--- src/pdal_params.svh ---
// Purpose: constants of the position deviation alarm block
// Assumes: included by pdal_top, the checker and the bench
// Notes:   apb byte offsets, reset values and threshold figures
`ifndef PDAL_PARAMS_SVH
`define PDAL_PARAMS_SVH

`define PDAL_OFS_CTRL      8'h00
`define PDAL_OFS_ALM_LVL   8'h04
`define PDAL_OFS_UNIT      8'h08
`define PDAL_OFS_WRN_LVL   8'h0c
`define PDAL_OFS_MOT_RES   8'h10
`define PDAL_OFS_LOAD_RES  8'h14
`define PDAL_OFS_LIN_NUM   8'h18
`define PDAL_OFS_LIN_DEN   8'h1c
`define PDAL_OFS_STATUS    8'h20
`define PDAL_OFS_MARGIN    8'h24
`define PDAL_OFS_INT_STAT  8'h28
`define PDAL_OFS_INT_MASK  8'h2c
`define PDAL_OFS_DEV       8'h30
`define PDAL_OFS_CMD       8'h34

`define PDAL_CTRL_LINEAR   0
`define PDAL_CTRL_POSMODE  1
`define PDAL_CTRL_FCLOSED  2
`define PDAL_CTRL_LINENC   3
`define PDAL_CMD_ALM_CLR   0
`define PDAL_ST_ALARM      0
`define PDAL_ST_WARN       1
`define PDAL_ST_THR_OK     2
`define PDAL_EV_ALARM      0
`define PDAL_EV_WARN       1

`define PDAL_RST_CTRL      4'h2
`define PDAL_RST_LEVEL     16'h0000
`define PDAL_RST_UNIT      2'h0
`define PDAL_RST_RES       32'h00400000
`define PDAL_RST_LIN       16'h0001

`define PDAL_CLAMP_REV     16'd200
`define PDAL_DFLT_REV      16'd3
`define PDAL_DFLT_MM       16'd100
`define PDAL_LIN_SCALE     16'd1000
`define PDAL_DIV_U0        10'd1
`define PDAL_DIV_U1        10'd10
`define PDAL_DIV_U2        10'd100
`define PDAL_DIV_U3        10'd1000

`endif

--- src/pdal_pkg.sv ---
// Purpose: shared types of the position deviation alarm block
// Assumes: constants live in pdal_params.svh
// Notes:   one-hot state codes written out
package pdal_pkg;
  typedef enum logic [2:0] {
    PDAL_DV_IDLE = 3'b001,
    PDAL_DV_RUN  = 3'b010,
    PDAL_DV_DONE = 3'b100
  } pdal_div_st_t;
endpackage

--- src/pdal_top.sv ---
// Purpose: excessive position deviation supervision with apb registers
// Assumes: positions are synchronous signed pulse counts
// Notes:   thresholds refresh continuously; alarm latches until cleared
`timescale 1ns/10ps
`default_nettype none
`include "pdal_params.svh"

// Overview of operation
// Raise the deviation alarm when command minus feedback grows too big.
// Rotary and direct drive levels are in rev, clamped at 200 rev.
// Linear servo motor levels are in millimetres.
// A zero level means 3 rev for rotary and 100 mm for linear motors.
// Level and unit field reset to zero, so the substitute level applies.
// Unit code 0,1,2,3 scales the level by 1, 0.1, 0.01, 0.001.
// The same unit scales both the alarm and the warning level.
// The unit field counts only in position control mode.
// A pulse margin is largest at zero deviation and shrinks with it.
// The alarm is raised the moment the margin reaches 0 pulse.
// Fully closed loop takes its resolution from the load encoder.
// A linear encoder resolution is numerator over denominator times 1000.
// Software sets level times unit above margin span over resolution.
// The level is turned into pulses; the alarm holds until cleared.
module pdal_top
  import pdal_pkg::*;
#(
  parameter int PW = 32,
  parameter int LW = 16
) (
  input  wire logic          sys_clk,
  input  wire logic          rst,
  input  wire logic          psel,
  input  wire logic          penable,
  input  wire logic          pwrite,
  input  wire logic [7:0]    paddr,
  input  wire logic [31:0]   pwdata,
  output logic               pready,
  output logic [31:0]        prdata,
  output logic               pslverr,
  input  wire logic [PW-1:0] cmdPos,
  input  wire logic [PW-1:0] fbPos,
  output logic               excessive_deviation_alarm,
  output logic               deviationWarning,
  output logic               irq
);
  // product width covers a 16-bit level times a 32-bit resolution
  localparam int NW = 48;
  localparam int DW = 26;

  // software settings
  logic [3:0]    ctrl, next_ctrl;
  logic [LW-1:0] param_alarm_level, next_alarm_level;
  logic [1:0]    param_level_unit, next_level_unit;
  logic [LW-1:0] param_warning_level, next_warning_level;
  logic [31:0]   motorRes, next_motorRes;
  logic [31:0]   loadRes, next_loadRes;
  logic [15:0]   linear_res_numerator, next_lin_num;
  logic [15:0]   linear_res_denominator, next_lin_den;
  logic [1:0]    intStat, next_intStat;
  logic [1:0]    intMask, next_intMask;
  logic          next_pready;
  logic [31:0]   next_prdata;
  logic          next_pslverr;
  logic          next_irq;

  // threshold and margin pipeline
  logic [PW-1:0] almThr, next_almThr;
  logic [PW-1:0] wrnThr, next_wrnThr;
  logic [1:0]    thrOk, next_thrOk;
  logic [PW-1:0] margin, next_margin;
  logic [PW:0]   absDev, next_absDev;
  logic          next_alarm;
  logic          next_warn;
  logic          mrgOk, next_mrgOk;

  logic          wrAcc;
  logic          clrAlm;
  logic [31:0]   resNum;
  logic [DW-1:0] resDen;
  logic [9:0]    unitDiv;
  logic [LW-1:0] lvlEff [2];
  logic [NW-1:0] dvd [2];
  logic [1:0]    dvBusy, dvDone;
  logic [PW-1:0] dvQuo [2];
  logic [PW:0]   rawDev;

  // decode shared by the threshold pair
  function automatic logic [LW-1:0] eff_level(input logic [LW-1:0] lv,
                                              input logic          lin);
    if (lv == '0 && lin) begin
      eff_level = LW'(`PDAL_DFLT_MM);
    end else if (lv == '0) begin
      eff_level = LW'(`PDAL_DFLT_REV);
    end else if (!lin && lv >= LW'(`PDAL_CLAMP_REV)) begin
      eff_level = LW'(`PDAL_CLAMP_REV);
    end else begin
      // linear levels pass unclamped
      eff_level = lv;
    end
  endfunction

  always_comb begin
    case (param_level_unit)
      2'd0:    unitDiv = `PDAL_DIV_U0;
      2'd1:    unitDiv = `PDAL_DIV_U1;
      2'd2:    unitDiv = `PDAL_DIV_U2;
      default: unitDiv = `PDAL_DIV_U3;
    endcase
    // outside position mode the level is read in whole units
    if (!ctrl[`PDAL_CTRL_POSMODE]) begin
      unitDiv = `PDAL_DIV_U0;
    end
    // pulses per level step (rev or mm scaled by the unit) as a fraction resNum / resDen
    if (ctrl[`PDAL_CTRL_LINENC]) begin
      resNum = 32'(linear_res_numerator) * 32'(`PDAL_LIN_SCALE);
      resDen = DW'((linear_res_denominator == 16'h0000) ? 16'h0001
                   : linear_res_denominator) * DW'(unitDiv);
    end else begin
      resNum = ctrl[`PDAL_CTRL_FCLOSED] ? loadRes : motorRes;
      resDen = DW'(unitDiv);
    end
  end

  // same unit and resolution for alarm (0) and warning (1)
  // dividers restart as they finish; a new setting lands within two passes
  genvar gi;
  generate
    for (gi = 0; gi < 2; gi++) begin : g_thr
      always_comb begin
        lvlEff[gi] = eff_level(gi == 0 ? param_alarm_level
                                       : param_warning_level,
                               ctrl[`PDAL_CTRL_LINEAR]);
        dvd[gi] = NW'(lvlEff[gi]) * NW'(resNum);
      end
      pdal_div #(.NW(NW), .DW(DW), .QW(PW)) u_div (
        .sys_clk  (sys_clk),
        .rst      (rst),
        .start    (!dvBusy[gi]),
        .dividend (dvd[gi]),
        .divisor  (resDen),
        .busy     (dvBusy[gi]),
        .done     (dvDone[gi]),
        .quotient (dvQuo[gi])
      );
    end
  endgenerate

  always_comb begin
    next_almThr = dvDone[0] ? dvQuo[0] : almThr;
    next_wrnThr = dvDone[1] ? dvQuo[1] : wrnThr;
    // a threshold is known once its divider has finished a pass
    next_thrOk  = thrOk | dvDone;
    // one extra bit keeps the difference of two signed counts exact
    rawDev      = {cmdPos[PW-1], cmdPos} - {fbPos[PW-1], fbPos};
    next_absDev = rawDev[PW] ? (PW+1)'(-rawDev) : rawDev;
    // margin counts down from the threshold as deviation grows
    if ({1'b0, almThr} > absDev) begin
      next_margin = almThr - absDev[PW-1:0];
    end else begin
      next_margin = '0;
    end
    // margin lags its threshold by a cycle; without the extra cycle the
    // zero margin left by reset would raise a false alarm
    next_mrgOk = thrOk[0];
    next_alarm = excessive_deviation_alarm;
    if (clrAlm) begin
      next_alarm = 1'b0;
    end
    if (mrgOk && margin == '0) begin
      next_alarm = 1'b1;
    end
    // the warning is a live level and is not held
    next_warn = thrOk[1] && (absDev >= {1'b0, wrnThr});
  end

  // every output of the block leaves from a flop
  always_ff @(posedge sys_clk or posedge rst) begin
    if (rst) begin
      almThr                    <= '0;
      wrnThr                    <= '0;
      thrOk                     <= '0;
      mrgOk                     <= 1'b0;
      absDev                    <= '0;
      margin                    <= '0;
      excessive_deviation_alarm <= 1'b0;
      deviationWarning          <= 1'b0;
    end else begin
      almThr                    <= next_almThr;
      wrnThr                    <= next_wrnThr;
      thrOk                     <= next_thrOk;
      mrgOk                     <= next_mrgOk;
      absDev                    <= next_absDev;
      margin                    <= next_margin;
      excessive_deviation_alarm <= next_alarm;
      deviationWarning          <= next_warn;
    end
  end

  // apb: pready is a flop, so the slave answers one cycle into access
  assign wrAcc  = psel && penable && pready && pwrite;
  assign clrAlm = wrAcc && paddr == `PDAL_OFS_CMD
                  && pwdata[`PDAL_CMD_ALM_CLR];

  always_comb begin
    next_ctrl          = ctrl;
    next_alarm_level   = param_alarm_level;
    next_level_unit    = param_level_unit;
    next_warning_level = param_warning_level;
    next_motorRes      = motorRes;
    next_loadRes       = loadRes;
    next_lin_num       = linear_res_numerator;
    next_lin_den       = linear_res_denominator;
    next_intMask       = intMask;
    next_intStat       = intStat;
    next_pready        = psel && penable && !pready;
    next_prdata        = 32'h00000000;
    next_pslverr       = 1'b0;
    // read data are registered with pready and read zero otherwise
    if (psel && penable && !pready) begin
      case (paddr)
        `PDAL_OFS_CTRL:     next_prdata = 32'(ctrl);
        `PDAL_OFS_ALM_LVL:  next_prdata = 32'(param_alarm_level);
        `PDAL_OFS_UNIT:     next_prdata = 32'(param_level_unit);
        `PDAL_OFS_WRN_LVL:  next_prdata = 32'(param_warning_level);
        `PDAL_OFS_MOT_RES:  next_prdata = motorRes;
        `PDAL_OFS_LOAD_RES: next_prdata = loadRes;
        `PDAL_OFS_LIN_NUM:  next_prdata = 32'(linear_res_numerator);
        `PDAL_OFS_LIN_DEN:  next_prdata = 32'(linear_res_denominator);
        `PDAL_OFS_STATUS:   next_prdata = 32'({thrOk[0], deviationWarning,
                                          excessive_deviation_alarm});
        `PDAL_OFS_MARGIN:   next_prdata = 32'(margin);
        `PDAL_OFS_INT_STAT: next_prdata = 32'(intStat);
        `PDAL_OFS_INT_MASK: next_prdata = 32'(intMask);
        `PDAL_OFS_DEV:      next_prdata = absDev[PW-1:0];
        `PDAL_OFS_CMD:      next_prdata = 32'h00000000;
        // an unmapped offset answers with an error
        default:            next_pslverr = 1'b1;
      endcase
    end
    // read-only and unmapped offsets fall to the default and are dropped
    if (wrAcc) begin
      case (paddr)
        `PDAL_OFS_CTRL:     next_ctrl = pwdata[3:0];
        `PDAL_OFS_ALM_LVL:  next_alarm_level = pwdata[LW-1:0];
        `PDAL_OFS_UNIT:     next_level_unit = pwdata[1:0];
        `PDAL_OFS_WRN_LVL:  next_warning_level = pwdata[LW-1:0];
        `PDAL_OFS_MOT_RES:  next_motorRes = pwdata;
        `PDAL_OFS_LOAD_RES: next_loadRes = pwdata;
        `PDAL_OFS_LIN_NUM:  next_lin_num = pwdata[15:0];
        `PDAL_OFS_LIN_DEN:  next_lin_den = pwdata[15:0];
        `PDAL_OFS_INT_STAT: next_intStat = intStat & ~pwdata[1:0];
        `PDAL_OFS_INT_MASK: next_intMask = pwdata[1:0];
        default:            next_intMask = intMask;
      endcase
    end
    // events set after the clear, so a coincident event is kept
    if (next_alarm && !excessive_deviation_alarm) begin
      next_intStat[`PDAL_EV_ALARM] = 1'b1;
    end
    if (next_warn && !deviationWarning) begin
      next_intStat[`PDAL_EV_WARN] = 1'b1;
    end
    // built from next values so irq moves in step with intStat
    next_irq = |(next_intStat & next_intMask);
  end

  always_ff @(posedge sys_clk or posedge rst) begin
    if (rst) begin
      // zero level and unit select the substitute threshold out of reset
      ctrl                   <= `PDAL_RST_CTRL;
      param_alarm_level      <= `PDAL_RST_LEVEL;
      param_level_unit       <= `PDAL_RST_UNIT;
      param_warning_level    <= `PDAL_RST_LEVEL;
      motorRes               <= `PDAL_RST_RES;
      loadRes                <= `PDAL_RST_RES;
      linear_res_numerator   <= `PDAL_RST_LIN;
      linear_res_denominator <= `PDAL_RST_LIN;
      intStat                <= 2'h0;
      intMask                <= 2'h0;
      pready                 <= 1'b0;
      prdata                 <= 32'h00000000;
      pslverr                <= 1'b0;
      irq                    <= 1'b0;
    end else begin
      ctrl                   <= next_ctrl;
      param_alarm_level      <= next_alarm_level;
      param_level_unit       <= next_level_unit;
      param_warning_level    <= next_warning_level;
      motorRes               <= next_motorRes;
      loadRes                <= next_loadRes;
      linear_res_numerator   <= next_lin_num;
      linear_res_denominator <= next_lin_den;
      intStat                <= next_intStat;
      intMask                <= next_intMask;
      pready                 <= next_pready;
      prdata                 <= next_prdata;
      pslverr                <= next_pslverr;
      irq                    <= next_irq;
    end
  end
endmodule
`default_nettype wire

--- src/pdal_div.sv ---
// Purpose: sequential restoring divider for threshold conversion
// Assumes: start is taken only while idle; divisor is never zero
// Notes:   one quotient bit per cycle; result saturates to QW bits
`timescale 1ns/10ps
`default_nettype none
module pdal_div
  import pdal_pkg::*;
#(
  parameter int NW = 48,
  parameter int DW = 26,
  parameter int QW = 32
) (
  input  wire logic          sys_clk,
  input  wire logic          rst,
  input  wire logic          start,
  input  wire logic [NW-1:0] dividend,
  input  wire logic [DW-1:0] divisor,
  output logic               busy,
  output logic               done,
  output logic [QW-1:0]      quotient
);
  pdal_div_st_t    st, next_st;
  logic [NW-1:0]   quo, next_quo;
  logic [DW:0]     rem, next_rem;
  logic [DW-1:0]   dvs, next_dvs;
  logic [6:0]      cnt, next_cnt;
  logic [DW:0]     trial;

  always_comb begin
    next_st  = st;
    next_quo = quo;
    next_rem = rem;
    next_dvs = dvs;
    next_cnt = cnt;
    trial    = {rem[DW-1:0], quo[NW-1]};
    case (st)
      PDAL_DV_IDLE: begin
        if (start) begin
          next_quo = dividend;
          next_dvs = divisor;
          next_rem = '0;
          next_cnt = 7'(NW);
          next_st  = PDAL_DV_RUN;
        end
      end
      PDAL_DV_RUN: begin
        if (trial >= {1'b0, dvs}) begin
          next_rem = trial - {1'b0, dvs};
          next_quo = {quo[NW-2:0], 1'b1};
        end else begin
          next_rem = trial;
          next_quo = {quo[NW-2:0], 1'b0};
        end
        next_cnt = cnt - 7'd1;
        if (cnt == 7'd1) begin
          next_st = PDAL_DV_DONE;
        end
      end
      PDAL_DV_DONE: next_st = PDAL_DV_IDLE;
      default:      next_st = PDAL_DV_IDLE;
    endcase
  end

  always_ff @(posedge sys_clk or posedge rst) begin
    if (rst) begin
      st  <= PDAL_DV_IDLE;
      quo <= '0;
      rem <= '0;
      dvs <= '0;
      cnt <= '0;
    end else begin
      st  <= next_st;
      quo <= next_quo;
      rem <= next_rem;
      dvs <= next_dvs;
      cnt <= next_cnt;
    end
  end

  assign busy     = (st != PDAL_DV_IDLE);
  assign done     = (st == PDAL_DV_DONE);
  // a threshold too large for the margin path saturates, never wraps
  assign quotient = (|quo[NW-1:QW]) ? {QW{1'b1}} : quo[QW-1:0];
endmodule
`default_nettype wire

--- config.mk ---
export PLATFORM = sky130hd
export DESIGN_NAME = pdal_top
export DESIGN_NICKNAME = d
export VERILOG_FILES = /design/src/pdal_pkg.sv /design/src/pdal_top.sv /design/src/pdal_div.sv
export VERILOG_INCLUDE_DIRS = /design/src
export SDC_FILE = /design/constraint.sdc
export NUM_CORES = 2
export LEC_CHECK = 0
export ABC_AREA = 1
export BUFFER_PORTS_ARGS = -buffer_cell sky130_fd_sc_hd__buf_2
export CAP_MARGIN = 20
export CORE_UTILIZATION = 32
export DETAILED_ROUTE_END_ITERATION = 8
export PLACE_DENSITY = 0.56
export SYNTH_ARGS = -nofsm -noshare
export SYNTH_HDL_FRONTEND = slang
export SYNTH_SLANG_ARGS = --single-unit
--- constraint.sdc ---
create_clock -name sys_clk -period 14.82 [get_ports sys_clk]
set_clock_uncertainty 0.05 [all_clocks]
set_input_delay 1.482 -clock sys_clk [delete_from_list [all_inputs] [get_ports sys_clk]]
set_output_delay 1.482 -clock sys_clk [all_outputs]
set_load 0.01 [all_outputs]
Word-level counts from Yosys, hierarchy flattened --
Index checks and enable logic that the tools add are counted.
Storage, ports and cells: bits in registers 527, output and inout port bits 37
Operators by class: $lt $le $gt $ge 6, reduce and logical (&&, ||, !) cells 44, eq/ne operators 29, multiplexer cells 50, bitwise gates (word level) 6, add/subtract/negate cells 7, $mul 4
Operators with widths (count):
- $pmux 32 s13 | 1
- $mux 32 | 6
- $pmux 48 s2 | 2
- $mux 26 | 5
- $mux 16 | 7
- $pmux 26 s2 | 2
- $mul 16x32->48 | 2
- $mux 48 | 2
- $ge 27x26->1 | 2
- $sub 26x26->26 | 2
- $eq 8x6->1 const B | 6
- $logic_not 16->1 | 3
- $ge 33x32->1 | 1
- $gt 32x33->1 | 1
- $mux 33 | 1
- $neg 33->33 | 1
- $sub 32x32->33 | 1
- $eq 8x5->1 const B | 4
- $ge 16x8->1 const B | 2
- $logic_not 32->1 | 1
- $reduce_or 16->1 | 2
- $sub 32x32->32 | 1
- $pmux 10 s3 | 1
- $pmux 7 s2 | 2
- 32 further kinds | 88

Longest topological paths before layout --
word-level depth 11, depth in mapped cells 44, gate-level depth less buffers 43

Cells and area by module --
A second synthesis with hierarchy kept.
Second synthesis, totals: cells, all modules 9688, area, all modules 73021.3 µm²
By module, submodules not included:
- pdal_top | sequential area each 7688.6 µm², cells an instance 7720, area each 58949.0 µm², instances 1
- pdal_div at g_thr[0].u_div | sequential area each 2753.9 µm², cells an instance 981, area each 7066.8 µm², instances 1
- pdal_div at g_thr[1].u_div | sequential area each 2753.9 µm², cells an instance 987, area each 7005.5 µm², instances 1

Least setup slack after synthesis --
No wires, ideal clock.
kind reg2reg, from reg linear_res_numerator[2], to reg g_thr[0].u_div.quo[40], path slack 5818 ps, period minus slack after synthesis 9002 ps, stages on the path, launching flop included 38, arrival 8832 ps, required time 14650 ps, library setup time 120 ps, cell sequence dfrtp_1 inv_1 fa_1 fa_1 fa_1 fa_1 inv_1 ha_1 a21o_1 o21ai_0 o211ai_1 a31oi_1 xor2_1 nand2_1 nand2_1 inv_1 clkbuf_1 nand2_1 [2 not listed] fa_1 inv_1 fa_1 inv_1 fa_1 fa_1 inv_1 fa_1 inv_1 ha_1 a21o_1 a21oi_1 a21boi_0 nand2_1 nand2_1 nand3_1 or2_2 a31o_2
On the way: longest elaborated chain between the ends 5
Ends and longest elaborated chain:
- from (decl) | line pdal_top.sv:56 | logic [15:0] linear_res_numerator, next_lin_num;
- from (signal assigned) | line pdal_top.sv:275 | linear_res_numerator <= `PDAL_RST_LIN;
- from (signal assigned) | line pdal_top.sv:290 | linear_res_numerator <= next_lin_num;
- $mul 16x7->23 | line pdal_top.sv:114 | resNum = 32'(linear_res_numerator) * 32'(`PDAL_LIN_SCALE);
- $mux 32 | line pdal_top.sv:113 | if (ctrl[`PDAL_CTRL_LINENC]) begin
- $mul 16x32->48 | line pdal_top.sv:132 | dvd[gi] = NW'(lvlEff[gi]) * NW'(resNum);
- $mux 48 | line pdal_div.sv:38 | if (start) begin
- $pmux 48 s2 | line pdal_div.sv:36 | case (st)
- to (signal assigned) | line pdal_div.sv:73 | quo <= next_quo;
- to (decl) | line pdal_div.sv:23 | logic [NW-1:0] quo, next_quo;
Every way passes these cells. The select of a mux whose other input is x is not followed. A chain may end at the register's enable or synchronous reset.

Final worst setup path --
from reg linear_res_numerator[7], to reg g_thr[1].u_div.quo[26]
On the way: longest elaborated chain between the ends 5
Ends and longest elaborated chain (line):
- $mul 16x7->23 | pdal_top.sv:114
- $mux 32 | pdal_top.sv:113
- $mul 16x32->48 | pdal_top.sv:132
- $mux 48 | pdal_div.sv:38
- $pmux 48 s2 | pdal_div.sv:36
- to (signal assigned) | pdal_div.sv:73
- to (decl) | pdal_div.sv:23
Every way passes these cells. The select of a mux whose other input is x is not followed.

==> flow_metrics.tcl <==
set metrics [dict create \
    post_cts_buffers 0 \
    ys_seq_area_frac 0.183 \
    cts_max_level 3 \
    synth_nets 11100 \
    initial_core_util 0.323 \
    cts_resized 0 \
    async_flop_share 1.00 \
    max_slew.worst_pin.slew_ns 1.18 \
    wl_um 271000 \
    grt_pass1_wl_um 412000 \
    period_share 0.754 \
    drive_gt1_frac 0.0551 \
    yosys_warnings 0 \
    vias_per_cell 5.12 \
    drv_cap 0 \
    outcome "completed" \
    synth_cells 9472 \
    p_per_area_nw_per_um2 68.0 \
    fmax_ghz 0.0895 \
    tns_ns 0 \
    synth_edf_count 0 \
    layout.nets 11100 \
    min_period_ns 11.18 \
    grt_max_degree 150 \
    die_h_um 477 \
    crit_start "linear_res_numerator[7]$_DFFE_PP0P_" \
    first_pass_iters 5 \
    drv_slew 0 \
    gp_congestion 0.981 \
    clockRootBuffer "clkbuf_16" \
    antenna_found_initial 13 \
    track_usage 0.238 \
    tritoncts "done" \
    ys_seq_elements 527 \
    setup_violations 0 \
    endpoint_kind "flop" \
    io_buffers 145 \
    startpoint_type "flop" \
    ir_drop_v 0.0000921 \
    wl_per_cell_um 21.7 \
    postSynthAreaPerCell_sq_um 7.61 \
    hpwl_um 219000 \
    dp_cells 12400 \
    rsz0062_at_grt "false" \
    ctsLongestPathBuffers 3 \
    first_global_vias 66000 \
    rows 173 \
    power.internal_mw 3.29 \
    clk_pin_slew_ns 0.06 \
    critical_path_class "flop to flop" \
    rr_startpoint "linear_res_numerator[7]$_DFFE_PP0P_" \
    switching_share 0.384 \
    ctsHoldBuffers 0 \
    stdcell_count 12500 \
    seq_power_share 0.340 \
    core-area_sq_um 223000 \
    hp-class "flop to flop" \
    drcViolationCount 0 \
    netlist_area_sq_um 72100 \
    synth_ff_type "dfrtp_1" \
    area_delta_synth_final_pct 9.01 \
    arrival_ns 11.70 \
    die-area_sq_um 227000 \
    drt_iter0_drc 5731 \
    critPathMaxFanout 20 \
    gr-total-overflow 0 \
    finalHoldViolations 0 \
    ant_nets 0 \
    leakage_nw 38.2 \
    synthDistinctLibCells 62 \
    slowest_stage "inv_1" \
    p_comb_frac 0.337 \
    hold_start "thrOk[0]$_DFF_PP0_" \
    cts_buffers 68 \
    switchingPower_mw 2.05 \
    clkLatencyLatePin_ns 0.69 \
    cp_slowest_stage_delay_ns 0.87 \
    relSlewSlack 0.215 \
    fp.dieW_um 477 \
    clock_sinks 527 \
    worstPathRequired_ns 15.34 \
    power_frac_clock 0.324 \
    boundaryPins 146 \
    cpMostUsedCell "fa_1" \
    vias 64100 \
]
==> metrics by stage <==
| step | worst slack, ns | instance area, sq um | hold slack (ns) | utilization | total power [mW] |
|---|---|---|---|---|---|
| after global routing | 3.11 | 78500 | 0.409 | 0.352 | 5.67 |
| after CTS | 3.76 | 78500 | 0.397 | 0.352 | 5.36 |
| after global placement | 3.93 | 76200 | 0.374 | 0.342 | 3.59 |
| after floorplan | 5.82 | 72100 | 0.304 | - | 3.07 |
| after detailed placement | 3.86 | 76200 | 0.370 | 0.342 | 3.61 |
| final | 3.64 | 78600 | 0.432 | 0.352 | 5.34 |
==> worst max-delay path, delay by kind of cell (launching register included) <==
kind	cells	cell delay [ns]
xor gates and xnor gates	2	0.54
adders and majority gates	12	5.85
DFF	1	0.42
AOI/OAI and AO/OA	5	0.66
buffers and inverters	8	1.43
and+or+nand+nor	10	2.09
==> cell usage after synthesis, types with 5 or more instances <==
library cell | instances | area, sq um
or2_2 | 18 | 113
clkbuf_1 | 224 | 841
a41oi_1 | 6 | 52.6
o221ai_1 | 62 | 543
o21ai_2 | 5 | 43.8
and2_1 | 9 | 56.3
o211ai_1 | 31 | 233
o21ai_0 | 550 | 2750
inv_2 | 15 | 56.3
nand3_1 | 369 | 1850
a21oi_2 | 14 | 123
dfrtp_1 | 520 | 13000
o22ai_1 | 49 | 307
nor3_1 | 78 | 390
xor2_1 | 84 | 736
nand2_1 | 2064 | 7750
xnor2_1 | 60 | 526
buf_2 | 71 | 355
a21o_1 | 19 | 143
nand2_2 | 25 | 156
clkinv_1 | 14 | 52.6
a21oi_1 | 389 | 1950
a211oi_1 | 10 | 75.1
o21ai_1 | 18 | 90.1
o21a_1 | 13 | 97.6
nand4_1 | 83 | 519
nor2_2 | 30 | 188
nor3_2 | 9 | 90.1
inv_1 | 2018 | 7570
nand3b_1 | 19 | 143
dfstp_2 | 7 | 184
nor2_1 | 900 | 3380
a31oi_1 | 13 | 81.3
a21boi_0 | 11 | 82.6
o21bai_1 | 39 | 293
buf_1 | 7 | 26.3
nand3_2 | 7 | 70.1
a221oi_1 | 26 | 228
ha_1 | 522 | 6530
nor4_1 | 33 | 206
fa_1 | 988 | 19800
==> placed cells by master (no fill, tap or decap), types with 14 or more instances in the layout <==
master and n:
nand2_1 2061, inv_1 2016, fa_1 988, nor2_1 895, o21ai_0 544, ha_1 522
dfrtp_1 519, a21oi_1 389, nand3_1 366, buf_2 145, buf_4 100, xor2_1 84
nand4_1 83, clkbuf_16 72, nor3_1 67, o221ai_1 62, xnor2_1 60, o22ai_1 49
o21bai_1 39, nor2_2 34, nor4_1 32, o211ai_1 31, nand2_2 28, a221oi_1 26
o21ai_1 22, a21o_1 19, nand3b_1 19, or2_2 18, inv_2 17, nor3_2 16
clkbuf_1 16, a21oi_2 14
==> power groups by stage <==
stage	combinational (mW)	sequential [mW]	clock, mW
detailed placement	1.77	1.83	0
finish	1.80	1.81	1.73
CTS	1.78	1.81	1.76
global placement	1.76	1.83	0
floorplan	1.31	1.75	0
global route	2.03	1.83	1.81
==> path summary, 6_finish.rpt <==
kind	end	cells past startpoint	slack (ns)
min reg2reg	mrgOk$_DFF_PP0_	0	0.43
min in group asynchronous	linear_res_denominator[10]$_DFFE_PP0P_	2	0.81
max reg2reg	g_thr[1].u_div.quo[26]$_DFFE_PP0N_	37	3.64
min	mrgOk$_DFF_PP0_	0	0.43
max in group asynchronous	g_thr[1].u_div.quo[34]$_DFFE_PP0N_	5	11.12
max	g_thr[1].u_div.quo[26]$_DFFE_PP0N_	37	3.64
==> metal layers <==
layer	track usage	wire length, um
met5	0	26
met2	0.368	119000
met3	0.0431	21500
met1	0.330	120000
met4	0.0924	11400
==> sequential cells by signal, indices dropped and copies added (netlist names), 14 cells and up <==
| signal | cells |
|---|---|
| g_thr.u_div.dvs | 52 |
| g_thr.u_div.quo | 96 |
| loadRes | 32 |
| param_alarm_level | 16 |
| absDev | 33 |
| param_warning_level | 16 |
| linear_res_denominator | 16 |
| g_thr.u_div.rem | 52 |
| linear_res_numerator | 16 |
| prdata | 32 |
| motorRes | 32 |
| almThr | 32 |
| wrnThr | 32 |
| margin | 32 |
| g_thr.u_div.cnt | 14 |
==> final cells by class <==
type	instances	area, sq um
fillers	23800	144000
multi-input cells	6590	50100
flip-flops and latches	527	13200
inverters	2047	7690
well taps	2975	3720
clock buffers	99	2010
repair buffers	251	1600
clock inverters	21	255
diodes	5	12.5
==> logic make-up (layout without fill, tap and decap cells) <==
family                   Yosys count  count (layout)  share of synthesized area
multiplexers                       1               1                   0.000139
XOR/XNOR                         144             144                     0.0175
buffers and inverters           2355            2418                      0.124
adder cells (fa/ha/maj)         1510            1510                      0.365
AO/OA/AOI/OAI                   1282            1282                      0.102
flip-flops                       527             527                      0.183
other                              0               5                          0
AND/OR/NAND/NOR                 3653            3653                      0.208
Note: power is estimated with default switching activity, not from simulation.
